## src/ssf_params.svh

```systemverilog
`ifndef SSF_PARAMS_SVH
`define SSF_PARAMS_SVH

// ----------------------------------------------------------------
// register byte offsets
// ----------------------------------------------------------------
`define SSF_OFS_STATUS   8'h00
`define SSF_OFS_BITRATE  8'h04
`define SSF_OFS_CONTROL  8'h08
`define SSF_OFS_RXDATA   8'h0C
`define SSF_OFS_TXDATA   8'h10

// ----------------------------------------------------------------
// status bit positions
// ----------------------------------------------------------------
`define SSF_ST_TXE       7
`define SSF_ST_RXF       6
`define SSF_ST_OVR       5
`define SSF_ST_FRM       4
`define SSF_ST_PAR       3
`define SSF_ST_TXEND     2
`define SSF_ST_MPRX      1
`define SSF_ST_MPTX      0
`define SSF_CLEARABLE    8'hF8
`define SSF_STATUS_RESET 8'h84

// ----------------------------------------------------------------
// control bit positions
// ----------------------------------------------------------------
`define SSF_CT_RXEN      0
`define SSF_CT_TXEN      1
`define SSF_CT_SYNC      2
`define SSF_CT_PAR_EN    3
`define SSF_CT_PAR_ODD   4
`define SSF_CT_STOP2     5
`define SSF_CT_MP        6
`define SSF_CT_CKS_LO    8
`define SSF_CT_CKS_HI    9
`define SSF_CONTROL_RESET 10'h000

// ----------------------------------------------------------------
// bit-rate and timing
// ----------------------------------------------------------------
`define SSF_BITRATE_RESET 8'hFF
`define SSF_PRE_DIV1     6'h00
`define SSF_PRE_DIV4     6'h03
`define SSF_PRE_DIV16    6'h0F
`define SSF_PRE_DIV64    6'h3F
`define SSF_MID_SAMPLE   4'h7
`define SSF_LAST_SAMPLE  4'hF
`define SSF_LAST_BIT     3'h7

`endif

```

## src/ssf_pkg.sv

```systemverilog
`include "ssf_params.svh"

package ssf_pkg;

	typedef enum logic [2:0] {
		RX_IDLE   = 3'h0,
		RX_START  = 3'h1,
		RX_DATA   = 3'h3,
		RX_PARITY = 3'h2,
		RX_MPBIT  = 3'h6,
		RX_STOP   = 3'h7
	} ssf_rx_state_t;

	typedef enum logic [2:0] {
		TX_IDLE   = 3'h0,
		TX_START  = 3'h1,
		TX_DATA   = 3'h3,
		TX_PARITY = 3'h2,
		TX_MPBIT  = 3'h6,
		TX_STOP   = 3'h7,
		TX_STOP2  = 3'h5
	} ssf_tx_state_t;

	typedef enum logic [2:0] {
		SEL_STATUS  = 3'h0,
		SEL_BITRATE = 3'h1,
		SEL_CONTROL = 3'h2,
		SEL_RXDATA  = 3'h3,
		SEL_TXDATA  = 3'h4,
		SEL_NONE    = 3'h5
	} ssf_sel_t;

	typedef struct packed {
		logic [5:0] pre;
		logic [7:0] div;
		logic       half;
		logic       tick;
	} ssf_rate_t;

	typedef struct packed {
		logic [9:0]    ctrl;
		logic [7:0]    bit_rate_divisor;
		logic [7:0]    status;
		logic [7:0]    seen;
		logic [7:0]    receive_holding_register;
		logic [7:0]    transmit_holding_register;
		ssf_rx_state_t rx_state;
		logic [3:0]    rx_cnt;
		logic [2:0]    rx_bit;
		logic [7:0]    receive_shifter;
		logic          rx_par;
		logic          rx_mp;
		ssf_tx_state_t tx_state;
		logic [3:0]    tx_cnt;
		logic [2:0]    tx_bit;
		logic [7:0]    tx_shift;
		logic          tx_par;
		logic          serial_out;
		logic          sync_clock_out;
		logic [31:0]   prdata;
		logic          pready;
		logic          pslverr;
	} ssf_state_t;

	localparam ssf_state_t SSF_STATE_RESET = '{
		ctrl:                      `SSF_CONTROL_RESET,
		bit_rate_divisor:          `SSF_BITRATE_RESET,
		status:                    `SSF_STATUS_RESET,
		rx_state:                  RX_IDLE,
		tx_state:                  TX_IDLE,
		serial_out:                1'b1,
		sync_clock_out:            1'b1,
		default:                   '0
	};

endpackage : ssf_pkg

```

## src/ssf_sync.sv

```systemverilog
`timescale 1ns/1ns
`default_nettype none

module ssf_sync #(
	parameter int       WIDTH    = 1,
	parameter bit       INIT     = 1'b1
) (
	// clock and reset
	input  wire logic             clock,
	input  wire logic             reset,
	// raw and filtered level
	input  wire logic [WIDTH-1:0] raw_in,
	output logic      [WIDTH-1:0] clean_out
);

	typedef struct packed {
		logic [WIDTH-1:0] s1;
		logic [WIDTH-1:0] s2;
		logic [WIDTH-1:0] s3;
		logic [WIDTH-1:0] q;
	} ssf_sync_t;

	ssf_sync_t st;
	ssf_sync_t next_st;

	// ----------------------------------------------------------------
	// three stages; a change counts only once stages two and three agree
	// ----------------------------------------------------------------
	always_comb begin
		next_st    = st;
		next_st.s1 = raw_in;
		next_st.s2 = st.s1;
		next_st.s3 = st.s2;
		for (int i = 0; i < WIDTH; i++) begin
			if (st.s2[i] == st.s3[i]) begin
				next_st.q[i] = st.s3[i];
			end
		end
	end

	always_ff @(posedge clock) begin
		if (reset) begin
			st <= {4 * WIDTH{INIT}};
		end else begin
			st <= next_st;
		end
	end

	assign clean_out = st.q;

endmodule : ssf_sync

`default_nettype wire

```

## src/ssf_rate_gen.sv

```systemverilog
`timescale 1ns/1ns
`default_nettype none
`include "ssf_params.svh"

module ssf_rate_gen
	import ssf_pkg::*;
(
	// clock and reset
	input  wire logic       clock,
	input  wire logic       reset,
	// setting
	input  wire logic       enable,
	input  wire logic [1:0] clock_select,
	input  wire logic [7:0] divisor,
	// sixteen ticks per bit
	output logic            sample_tick
);

	ssf_rate_t st;
	ssf_rate_t next_st;
	logic [5:0] pre_mask;

	// ----------------------------------------------------------------
	// prescaler, divisor counter, halving stage
	// ----------------------------------------------------------------
	always_comb begin
		next_st      = st;
		next_st.tick = 1'b0;
		unique case (clock_select)
			2'h0: pre_mask = `SSF_PRE_DIV1;
			2'h1: pre_mask = `SSF_PRE_DIV4;
			2'h2: pre_mask = `SSF_PRE_DIV16;
			2'h3: pre_mask = `SSF_PRE_DIV64;
		endcase
		if (!enable) begin
			next_st = '0;
		end else if (st.pre >= pre_mask) begin
			next_st.pre = 6'h00;
			// a new divisor takes effect at once, even mid-count; a count already at or past it wraps
			if (st.div >= divisor) begin
				next_st.div  = 8'h00;
				next_st.half = ~st.half;
				next_st.tick = st.half;
			end else begin
				next_st.div = st.div + 8'h01;
			end
		end else begin
			next_st.pre = st.pre + 6'h01;
		end
	end

	always_ff @(posedge clock) begin
		if (reset) begin
			st <= '0;
		end else begin
			st <= next_st;
		end
	end

	assign sample_tick = st.tick;

endmodule : ssf_rate_gen

`default_nettype wire

```

## src/ssf_top.sv

```systemverilog
// Functional notes
// - Good character moved to receive holding register sets receive-full flag.
// - Framing and parity errors store the character but leave receive-full clear; receiver disable leaves both untouched.
// - Character ending while receive-full is set raises overrun; new data dropped.
// - Overrun halts reception; in clocked mode it also blocks transmission.
// - Error flags clear by read-while-set then write 0; reset and standby clear.
// - Receiver disable keeps overrun, framing and parity flags as they were.
// - Asynchronous framing error when first stop bit is 0; second unchecked.
// - Framing error still stores the character but leaves receive-full clear.
// - Framing or parity flag halts reception; clocked mode also blocks transmit.
// - Parity flag set when ones count mismatches selected even or odd parity.
// - Parity error stores the character without setting receive-full.
// - Transmit-end set by reset, standby, transmit disable, or empty at last bit.
// - Transmit-end cleared by empty-flag read-then-clear or transmit holding write.
// - Received multiprocessor bit captured in async multiprocessor format; held on disable.
// - Transmit multiprocessor bit used only in async multiprocessor transmission.
// - Eight-bit divisor with clock select sets bit rate; always readable, writable.
// - Divisor resets to all ones on reset or standby; manual reset keeps it.
// - Each channel instance owns an independent rate generator and divisor.
// - Clock select picks peripheral clock divided by 1, 4, 16 or 64.
// - Bit rate equals clock over 64 times 2^(2n-1) times (divisor plus 1).
// - Writes can only clear the flag bits; writing 1 to them does nothing; the transmit multiprocessor bit takes the written value.
//
// Our own choices: the APB slave port and the placing of the registers.
`timescale 1ns/1ns
`default_nettype none
`include "ssf_params.svh"

module ssf_top
	import ssf_pkg::*;
(
	// clock and resets
	input  wire logic        clock,
	input  wire logic        reset,
	input  wire logic        standby,
	input  wire logic        manual_reset,
	// apb slave
	input  wire logic        psel,
	input  wire logic        penable,
	input  wire logic        pwrite,
	input  wire logic [7:0]  paddr,
	input  wire logic [31:0] pwdata,
	output logic      [31:0] prdata,
	output logic             pready,
	output logic             pslverr,
	// serial line
	input  wire logic        serial_in,
	output logic             serial_out,
	output logic             sync_clock_out
);

	// ----------------------------------------------------------------
	// decode
	// ----------------------------------------------------------------
	function automatic ssf_sel_t decode(input logic [7:0] addr);
		unique case (addr)
			`SSF_OFS_STATUS:  decode = SEL_STATUS;
			`SSF_OFS_BITRATE: decode = SEL_BITRATE;
			`SSF_OFS_CONTROL: decode = SEL_CONTROL;
			`SSF_OFS_RXDATA:  decode = SEL_RXDATA;
			`SSF_OFS_TXDATA:  decode = SEL_TXDATA;
			default:          decode = SEL_NONE;
		endcase
	endfunction : decode

	ssf_state_t st;
	ssf_state_t next_st;
	ssf_sel_t   sel;
	logic       sample_tick;
	logic       rx_pin;
	logic       access;
	logic       commit;
	logic       halt;
	logic       sync_mode;
	logic       tx_block;
	logic       rx_done;
	logic       rx_stop;
	logic       tx_done;
	logic       frame_err;
	logic       par_err;
	logic [7:0] clear_mask;
	logic [3:0] clk_cnt;

	// ----------------------------------------------------------------
	// helpers
	// ----------------------------------------------------------------
	ssf_sync #(
		.WIDTH    (1),
		.INIT     (1'b1)
	) u_rx_sync (
		.clock    (clock),
		.reset    (reset),
		.raw_in   (serial_in),
		.clean_out(rx_pin)
	);

	// one generator per instance, so channels never share a divisor
	ssf_rate_gen u_rate (
		.clock       (clock),
		.reset       (reset),
		.enable      (st.ctrl[`SSF_CT_RXEN] | st.ctrl[`SSF_CT_TXEN]),
		.clock_select(st.ctrl[`SSF_CT_CKS_HI:`SSF_CT_CKS_LO]),
		.divisor     (st.bit_rate_divisor),
		.sample_tick (sample_tick)
	);

	// ----------------------------------------------------------------
	// next state
	// ----------------------------------------------------------------
	always_comb begin
		next_st         = st;
		next_st.pready  = 1'b0;
		next_st.pslverr = 1'b0;
		sel        = decode(paddr);
		access     = psel & penable;
		commit     = access & st.pready;
		sync_mode  = st.ctrl[`SSF_CT_SYNC];
		halt       = st.status[`SSF_ST_OVR] | st.status[`SSF_ST_FRM] | st.status[`SSF_ST_PAR];
		tx_block   = sync_mode & halt;
		clear_mask = 8'h00;
		rx_done    = 1'b0;
		rx_stop    = 1'b1;
		tx_done    = 1'b0;
		frame_err  = 1'b0;
		par_err    = 1'b0;
		clk_cnt    = 4'h0;

		// bus answer one cycle into the access phase
		if (access && !st.pready) begin
			next_st.pready  = 1'b1;
			next_st.pslverr = (sel == SEL_NONE);
			unique case (sel)
				SEL_STATUS:  next_st.prdata = {24'h000000, st.status};
				SEL_BITRATE: next_st.prdata = {24'h000000, st.bit_rate_divisor};
				SEL_CONTROL: next_st.prdata = {22'h000000, st.ctrl};
				SEL_RXDATA:  next_st.prdata = {24'h000000, st.receive_holding_register};
				SEL_TXDATA:  next_st.prdata = {24'h000000, st.transmit_holding_register};
				SEL_NONE:    next_st.prdata = 32'h00000000;
			endcase
		end

		// read side effects
		if (commit && !pwrite) begin
			if (sel == SEL_STATUS) begin
				next_st.seen = st.seen | (st.status & `SSF_CLEARABLE);
			end
			if (sel == SEL_RXDATA) begin
				next_st.status[`SSF_ST_RXF] = 1'b0;
			end
		end

		// writes
		if (commit && pwrite) begin
			unique case (sel)
				SEL_STATUS: begin
					// only a zero over a flag seen set clears it; ones are ignored, but the transmit multiprocessor bit takes the written value
					clear_mask     = ~pwdata[7:0] & st.seen & `SSF_CLEARABLE;
					next_st.status = st.status & ~clear_mask;
					next_st.status[`SSF_ST_MPTX] = pwdata[`SSF_ST_MPTX];
					if (clear_mask[`SSF_ST_TXE]) begin
						next_st.status[`SSF_ST_TXEND] = 1'b0;
					end
				end
				SEL_BITRATE: next_st.bit_rate_divisor = pwdata[7:0];
				SEL_CONTROL: next_st.ctrl = pwdata[9:0];
				SEL_TXDATA: begin
					next_st.transmit_holding_register = pwdata[7:0];
					next_st.status[`SSF_ST_TXE]       = 1'b0;
					next_st.status[`SSF_ST_TXEND]     = 1'b0;
				end
				SEL_RXDATA, SEL_NONE: begin
				end
			endcase
		end

		// ------------------------------------------------------------
		// transmitter
		// ------------------------------------------------------------
		if (!st.ctrl[`SSF_CT_TXEN]) begin
			next_st.status[`SSF_ST_TXE]   = 1'b1;
			next_st.status[`SSF_ST_TXEND] = 1'b1;
			next_st.tx_state             = TX_IDLE;
		end else if (sample_tick) begin
			next_st.tx_cnt = st.tx_cnt + 4'h1;
			unique case (st.tx_state)
				TX_IDLE: begin
					next_st.tx_cnt = 4'h0;
					if (!st.status[`SSF_ST_TXE] && !tx_block) begin
						next_st.tx_shift             = st.transmit_holding_register;
						next_st.tx_par               = 1'b0;
						next_st.tx_bit               = 3'h0;
						next_st.status[`SSF_ST_TXE]  = 1'b1;
						next_st.tx_state             = sync_mode ? TX_DATA : TX_START;
					end
				end
				TX_START: begin
					if (st.tx_cnt == `SSF_LAST_SAMPLE) begin
						next_st.tx_state = TX_DATA;
					end
				end
				TX_DATA: begin
					if (st.tx_cnt == `SSF_LAST_SAMPLE) begin
						next_st.tx_shift = {1'b0, st.tx_shift[7:1]};
						next_st.tx_par   = st.tx_par ^ st.tx_shift[0];
						next_st.tx_bit   = st.tx_bit + 3'h1;
						if (st.tx_bit == `SSF_LAST_BIT) begin
							if (sync_mode) begin
								tx_done = 1'b1;
							end else if (st.ctrl[`SSF_CT_PAR_EN]) begin
								next_st.tx_state = TX_PARITY;
							end else if (st.ctrl[`SSF_CT_MP]) begin
								next_st.tx_state = TX_MPBIT;
							end else begin
								next_st.tx_state = TX_STOP;
							end
						end
					end
				end
				TX_PARITY: begin
					if (st.tx_cnt == `SSF_LAST_SAMPLE) begin
						next_st.tx_state = st.ctrl[`SSF_CT_MP] ? TX_MPBIT : TX_STOP;
					end
				end
				TX_MPBIT: begin
					if (st.tx_cnt == `SSF_LAST_SAMPLE) begin
						next_st.tx_state = TX_STOP;
					end
				end
				TX_STOP: begin
					if (st.tx_cnt == `SSF_LAST_SAMPLE) begin
						if (st.ctrl[`SSF_CT_STOP2]) begin
							next_st.tx_state = TX_STOP2;
						end else begin
							tx_done = 1'b1;
						end
					end
				end
				TX_STOP2: begin
					if (st.tx_cnt == `SSF_LAST_SAMPLE) begin
						tx_done = 1'b1;
					end
				end
				default: next_st.tx_state = TX_IDLE;
			endcase
			// last bit out: end if nothing waits or transmit is blocked, else run straight on
			if (tx_done) begin
				next_st.tx_cnt = 4'h0;
				if (st.status[`SSF_ST_TXE] || tx_block) begin
					next_st.tx_state              = TX_IDLE;
					next_st.status[`SSF_ST_TXEND] = st.status[`SSF_ST_TXE];
				end else begin
					next_st.tx_shift             = st.transmit_holding_register;
					next_st.tx_par               = 1'b0;
					next_st.tx_bit               = 3'h0;
					next_st.status[`SSF_ST_TXE]  = 1'b1;
					next_st.tx_state             = sync_mode ? TX_DATA : TX_START;
				end
			end
		end

		// ------------------------------------------------------------
		// receiver
		// ------------------------------------------------------------
		// disabling or halting only stops the sequencer; flags, data stay
		if (!st.ctrl[`SSF_CT_RXEN] || halt) begin
			next_st.rx_state = RX_IDLE;
			next_st.rx_cnt   = 4'h0;
		end else if (sample_tick) begin
			next_st.rx_cnt = st.rx_cnt + 4'h1;
			unique case (st.rx_state)
				RX_IDLE: begin
					next_st.rx_cnt = 4'h0;
					next_st.rx_bit = 3'h0;
					if (sync_mode) begin
						next_st.rx_state = RX_DATA;
					end else if (!rx_pin) begin
						next_st.rx_state = RX_START;
					end
				end
				RX_START: begin
					if (st.rx_cnt == `SSF_MID_SAMPLE) begin
						next_st.rx_cnt   = 4'h0;
						next_st.rx_state = rx_pin ? RX_IDLE : RX_DATA;
					end
				end
				RX_DATA: begin
					if (st.rx_cnt == `SSF_LAST_SAMPLE) begin
						next_st.receive_shifter = {rx_pin, st.receive_shifter[7:1]};
						next_st.rx_bit          = st.rx_bit + 3'h1;
						if (st.rx_bit == `SSF_LAST_BIT) begin
							if (sync_mode) begin
								rx_done = 1'b1;
							end else if (st.ctrl[`SSF_CT_PAR_EN]) begin
								next_st.rx_state = RX_PARITY;
							end else if (st.ctrl[`SSF_CT_MP]) begin
								next_st.rx_state = RX_MPBIT;
							end else begin
								next_st.rx_state = RX_STOP;
							end
						end
					end
				end
				RX_PARITY: begin
					if (st.rx_cnt == `SSF_LAST_SAMPLE) begin
						next_st.rx_par   = rx_pin;
						next_st.rx_state = st.ctrl[`SSF_CT_MP] ? RX_MPBIT : RX_STOP;
					end
				end
				RX_MPBIT: begin
					if (st.rx_cnt == `SSF_LAST_SAMPLE) begin
						next_st.rx_mp    = rx_pin;
						next_st.rx_state = RX_STOP;
					end
				end
				RX_STOP: begin
					// one stop bit checked; a second one is treated as idle line
					if (st.rx_cnt == `SSF_LAST_SAMPLE) begin
						rx_done = 1'b1;
						rx_stop = rx_pin;
					end
				end
				default: next_st.rx_state = RX_IDLE;
			endcase
			if (rx_done) begin
				next_st.rx_state = sync_mode ? RX_DATA : RX_IDLE;
				next_st.rx_cnt   = 4'h0;
				next_st.rx_bit   = 3'h0;
				frame_err = !sync_mode && !rx_stop;
				par_err   = !sync_mode && st.ctrl[`SSF_CT_PAR_EN]
					&& ((^{st.receive_shifter, st.rx_par}) != st.ctrl[`SSF_CT_PAR_ODD]);
				if (st.status[`SSF_ST_RXF]) begin
					next_st.status[`SSF_ST_OVR] = 1'b1;
				end else begin
					next_st.receive_holding_register = next_st.receive_shifter;
					if (!sync_mode && st.ctrl[`SSF_CT_MP]) begin
						next_st.status[`SSF_ST_MPRX] = next_st.rx_mp;
					end
					if (!frame_err && !par_err) begin
						next_st.status[`SSF_ST_RXF] = 1'b1;
					end
					next_st.status[`SSF_ST_FRM] = st.status[`SSF_ST_FRM] | frame_err;
					next_st.status[`SSF_ST_PAR] = st.status[`SSF_ST_PAR] | par_err;
				end
			end
		end

		// manual reset spares status and divisor
		if (manual_reset) begin
			next_st.ctrl     = `SSF_CONTROL_RESET;
			next_st.tx_state = TX_IDLE;
			next_st.rx_state = RX_IDLE;
			next_st.tx_cnt   = 4'h0;
			next_st.rx_cnt   = 4'h0;
		end

		// a flag set again after clearing must be read once more
		next_st.seen = next_st.seen & next_st.status;

		// ------------------------------------------------------------
		// line drivers
		// ------------------------------------------------------------
		unique case (next_st.tx_state)
			TX_IDLE:   next_st.serial_out = 1'b1;
			TX_START:  next_st.serial_out = 1'b0;
			TX_DATA:   next_st.serial_out = next_st.tx_shift[0];
			TX_PARITY: next_st.serial_out = next_st.tx_par ^ st.ctrl[`SSF_CT_PAR_ODD];
			TX_MPBIT:  next_st.serial_out = st.status[`SSF_ST_MPTX];
			TX_STOP:   next_st.serial_out = 1'b1;
			TX_STOP2:  next_st.serial_out = 1'b1;
			default:   next_st.serial_out = 1'b1;
		endcase
		// clocked mode: low in the first half of each bit, rising mid-bit
		clk_cnt = (next_st.tx_state != TX_IDLE) ? next_st.tx_cnt : next_st.rx_cnt;
		if (sync_mode && (next_st.tx_state != TX_IDLE || next_st.rx_state != RX_IDLE)) begin
			next_st.sync_clock_out = clk_cnt[3];
		end else begin
			next_st.sync_clock_out = 1'b1;
		end
	end

	// ----------------------------------------------------------------
	// state register
	// ----------------------------------------------------------------
	always_ff @(posedge clock) begin
		if (reset || standby) begin
			st <= SSF_STATE_RESET;
		end else begin
			st <= next_st;
		end
	end

	assign prdata         = st.prdata;
	assign pready         = st.pready;
	assign pslverr        = st.pslverr;
	assign serial_out     = st.serial_out;
	assign sync_clock_out = st.sync_clock_out;

endmodule : ssf_top

`default_nettype wire

```

## config.mk

```make
export PLATFORM = sky130hd
export DESIGN_NAME = ssf_top
export DESIGN_NICKNAME = d
export VERILOG_FILES = /design/src/ssf_pkg.sv /design/src/ssf_sync.sv /design/src/ssf_rate_gen.sv /design/src/ssf_top.sv
export VERILOG_INCLUDE_DIRS = /design/src /design/src/src
export SDC_FILE = /design/constraint.sdc
export NUM_CORES = 1
export LEC_CHECK = 0
export ABC_AREA = 1
export BUFFER_PORTS_ARGS = -buffer_cell sky130_fd_sc_hd__buf_2
export CORE_UTILIZATION = 25
export DETAILED_ROUTE_END_ITERATION = 7
export PLACE_DENSITY_LB_ADDON = 0.05
export SYNTH_ARGS = -nofsm -noshare
export SYNTH_HDL_FRONTEND = slang
export SYNTH_SLANG_ARGS = --single-unit
```

## constraint.sdc

```tcl
create_clock -name clock -period 1.57 [get_ports clock]
set_input_delay 0.314 -clock clock [delete_from_list [all_inputs] [get_ports clock]]
set_output_delay 0.314 -clock clock [all_outputs]
set_load 0.05 [all_outputs]
```

==> results.yml <==
run_status:
  outcome: "finished with violations"
  violations: "DRC, setup timing"
placement:
  gp_congestion: 0.7660
  place_area_sq_mm: 0.008324
  dp.cells: 1409
  port_buffers: 39
  post-place-ws_ns: -0.2449
  hpwl_um: 16660
final_layout:
  nFillCells: 2844
  fin_util: 0.3743
  multi_input_area_sq_mm: 0.004243
  nets: 1176
  instances_no_fill: 1453
  area_growth_pct: 46.74
  seq_area_sq_mm: 0.002421
  design_area_sq_mm: 0.009781
  drive_gt1_frac: 0.3855
  antenna_cells: 0
floorplan:
  die_area_sq_mm: 0.02732
  die_y_um: 165.3
  start_util: 0.2551
  rows: 59
  core_area_sq_mm: 0.02613
  die_w_um: 165.3
  io_pins: 84
yosys:
  ys_types: 45
  syn_area_per_cell_sq_um: 7.253
  yosysSeqAreaShare: 0.3604
  ys_warn_count: 0
  synth_cells: 919
  synth.cell_area_sq_mm: 0.006665
  yosys_register_bits: 120
setup_path:
  worstRegToRegCells: 16
  crit_slowest_cell: "dfxtp_2"
  cp_cell_sequence: "ha_4 > nand2_4 > nor2_4 > buf_12 > buf_6 > nand2_4 > o21ai_2 > nand2_1 > nand2_2 > nand3_2 > nand2_1 > inv_1 > nand2_1 > nand2_1 > nand2_1 > nand3_1"
  timing.rr.start: "st[68]"
  start_kind: "flop"
  r2r-end: "sync_clock_out"
  cpMostUsedCell: "nand2_1"
  cp_num_buf_inv: 3
  worstPathArrival_ns: 2.12
  end_kind: "flop"
  cp_max_fo: 3
  cp_data_required_time_ns: 1.87
  r2r_slack_ns: -0.25
  cp_top_family: "simple AND/OR/NAND/NOR gates"
  slowest_delay_ns: 0.35
  worstSetupPathType: "flop to flop"
cts:
  h-tree-depth: 4
  clock_sinks: 120
  cts_root_buffer: "clkbuf_16"
  clock_path_buffers: 2
  clk_pin_slew_ns: 0.06
  clk_latency_ns: 0.42
  cts_buffers: 17
  cts_tree: "done"
min_path:
  min_path_cells: 2
  worstHoldStart: "serial_in"
  hp-class: "input port to flop"
  min_to: "u_rx_sync.next_st[2]"
timing:
  rsz0062_at_grt: "true"
  worst_hold_slack_ns: 0.07640
  maxSlewViolCount: 0
  fin_skew_ns: 0.01078
  fin_ws_ns: -0.2516
  tns_ns: -7.070
  finalHoldViolations: 0
  post-route-min-period_ns: 1.822
  fmax_mhz: 549.0
  finalSetupViolCount: 61
  period_share: 1.160
routing:
  firstDrtPassIters: 7
  drt_iter0_drc: 404
  ant_nets: 0
  wl_um: 21930
  vias: 6487
  vias_per_cell: 4.465
  wl_per_cell_um: 15.09
  drcViolationCount: 22
pwr:
  p_leak_nw: 4.115
  irDropWorstVdd_uv: 549.9
  power_per_cell_area_mw_per_mm2: 749.5
  finalPower_mw: 7.331
run:
  max-cap-violations: 0
grt:
  grt_usage: 0.1637
  grt_pass1_wl_um: 33760
  antenna_found_initial: 0
  grt_overflow: 0
  grt_pass1_vias: 6090
  grt_max_degree: 45
power by group:
part,total [mW],internal (mW),leakage [nW],switching (mW)
logic,0.320,0.0681,2.87,0.252
registers,3.05,3.05,0.974,0.00191
clock network,3.96,2.45,0.272,1.51
total,7.33,5.56,4.12,1.77
sequential cells by signal, indices dropped and copies added (netlist names), named ones only:
name and count:
st 84, u_rate.st 15, prdata 10, u_rx_sync.next_st 2
pready 1, pslverr 1, serial_out 1, sync_clock_out 1
u_rate.sample_tick 1, u_rx_sync.clean_out 1, u_rx_sync.st 1
repair_timing:
action / in CTS / in global routing
setup buffers: 7 / 8
gates cloned: 1 / 0
pin swaps: 34 / 42
endpoints found under the setup margin: 61 / 75
gates resized for setup: 95 / 111
hold endpoints to repair: 0 / 0
hold buffers: 0 / 0
area by class of cell:
type,count,area share
clock buffers,20,0.04772
clock inverters,11,0.01266
inverters,127,0.05028
multi-input cells,635,0.4338
flip-flops and latches,120,0.2475
well taps,335,0.04286
repair buffers,205,0.1652
how the worst max path moves through the flow:
| stage | startpoint | to | depth (start not counted) |
|---|---|---|---|
| floorplan | st[123] | u_rate.st[9] | 10 |
| global placement | paddr[5] | st[96] | 12 |
| detailed placement | paddr[5] | st[96] | 12 |
| CTS | st[124] | u_rate.st[3] | 10 |
| global route | st[68] | sync_clock_out | 15 |
| finish | st[68] | sync_clock_out | 16 |
metal layers:
layer | wire [um] | share of wire | GRT usage | up-vias
met5 | 0 | 0 | 0 | -
met4 | 168 | 0.0077 | 0.03628 | 0
met3 | 620 | 0.028 | 0.02722 | 9
met2 | 9943 | 0.45 | 0.2560 | 90
met1 | 11200 | 0.51 | 0.2327 | 2993
li1 | - | - | - | 3395
cell usage after synthesis, drive strengths merged:
master / instances / area (sq um)
nand2: 160 / 638.1
inv: 124 / 465.5
dfxtp: 120 / 2402
nor2: 97 / 441.7
a21oi: 81 / 424.2
nand3: 72 / 427.9
o21ai: 67 / 335.3
buf: 44 / 320.3
ha: 22 / 275.3
o211ai: 15 / 112.6
clkbuf: 14 / 52.55
a31oi: 13 / 81.33
nor3: 13 / 75.07
nand4: 11 / 68.82
o221ai: 9 / 78.83
a211oi: 8 / 60.06
mux2i: 8 / 80.08
xnor2: 8 / 70.07
xor2: 6 / 52.55
nor3b: 4 / 30.03
o2111ai: 4 / 35.03
o21bai: 4 / 30.03
clkinv: 3 / 12.51
o21a: 3 / 22.52
or2: 3 / 18.77
nor4: 2 / 25.02
a2111oi: 1 / 8.760
a22oi: 1 / 7.510
a31o: 1 / 8.760
conb: 1 / 3.750
cells in the final DEF (no fill, tap or decap), types with 11 or more instances in the layout:
master	instances
a21oi_1	65
a21oi_2	13
a31oi_1	12
buf_2	39
buf_4	137
buf_6	21
clkbuf_16	17
conb_1	22
dfxtp_1	109
ha_1	12
inv_1	101
inv_2	20
nand2_1	118
nand2_2	24
nand2_4	13
nand3_1	48
nand3_2	17
nand4_1	11
nor2_1	64
nor2_2	15
nor2_4	18
o211ai_1	15
o21ai_0	49
o21ai_1	11
cells by family after synthesis:
group	synth area share
other cells	0.0005626
buf+inv	0.1277
compound gates	0.1808
fa+ha+maj	0.04130
simple gates	0.2589
xor+xnor	0.01840
flops	0.3604
mux	0.01201
(Power assumes the default switching activity.)
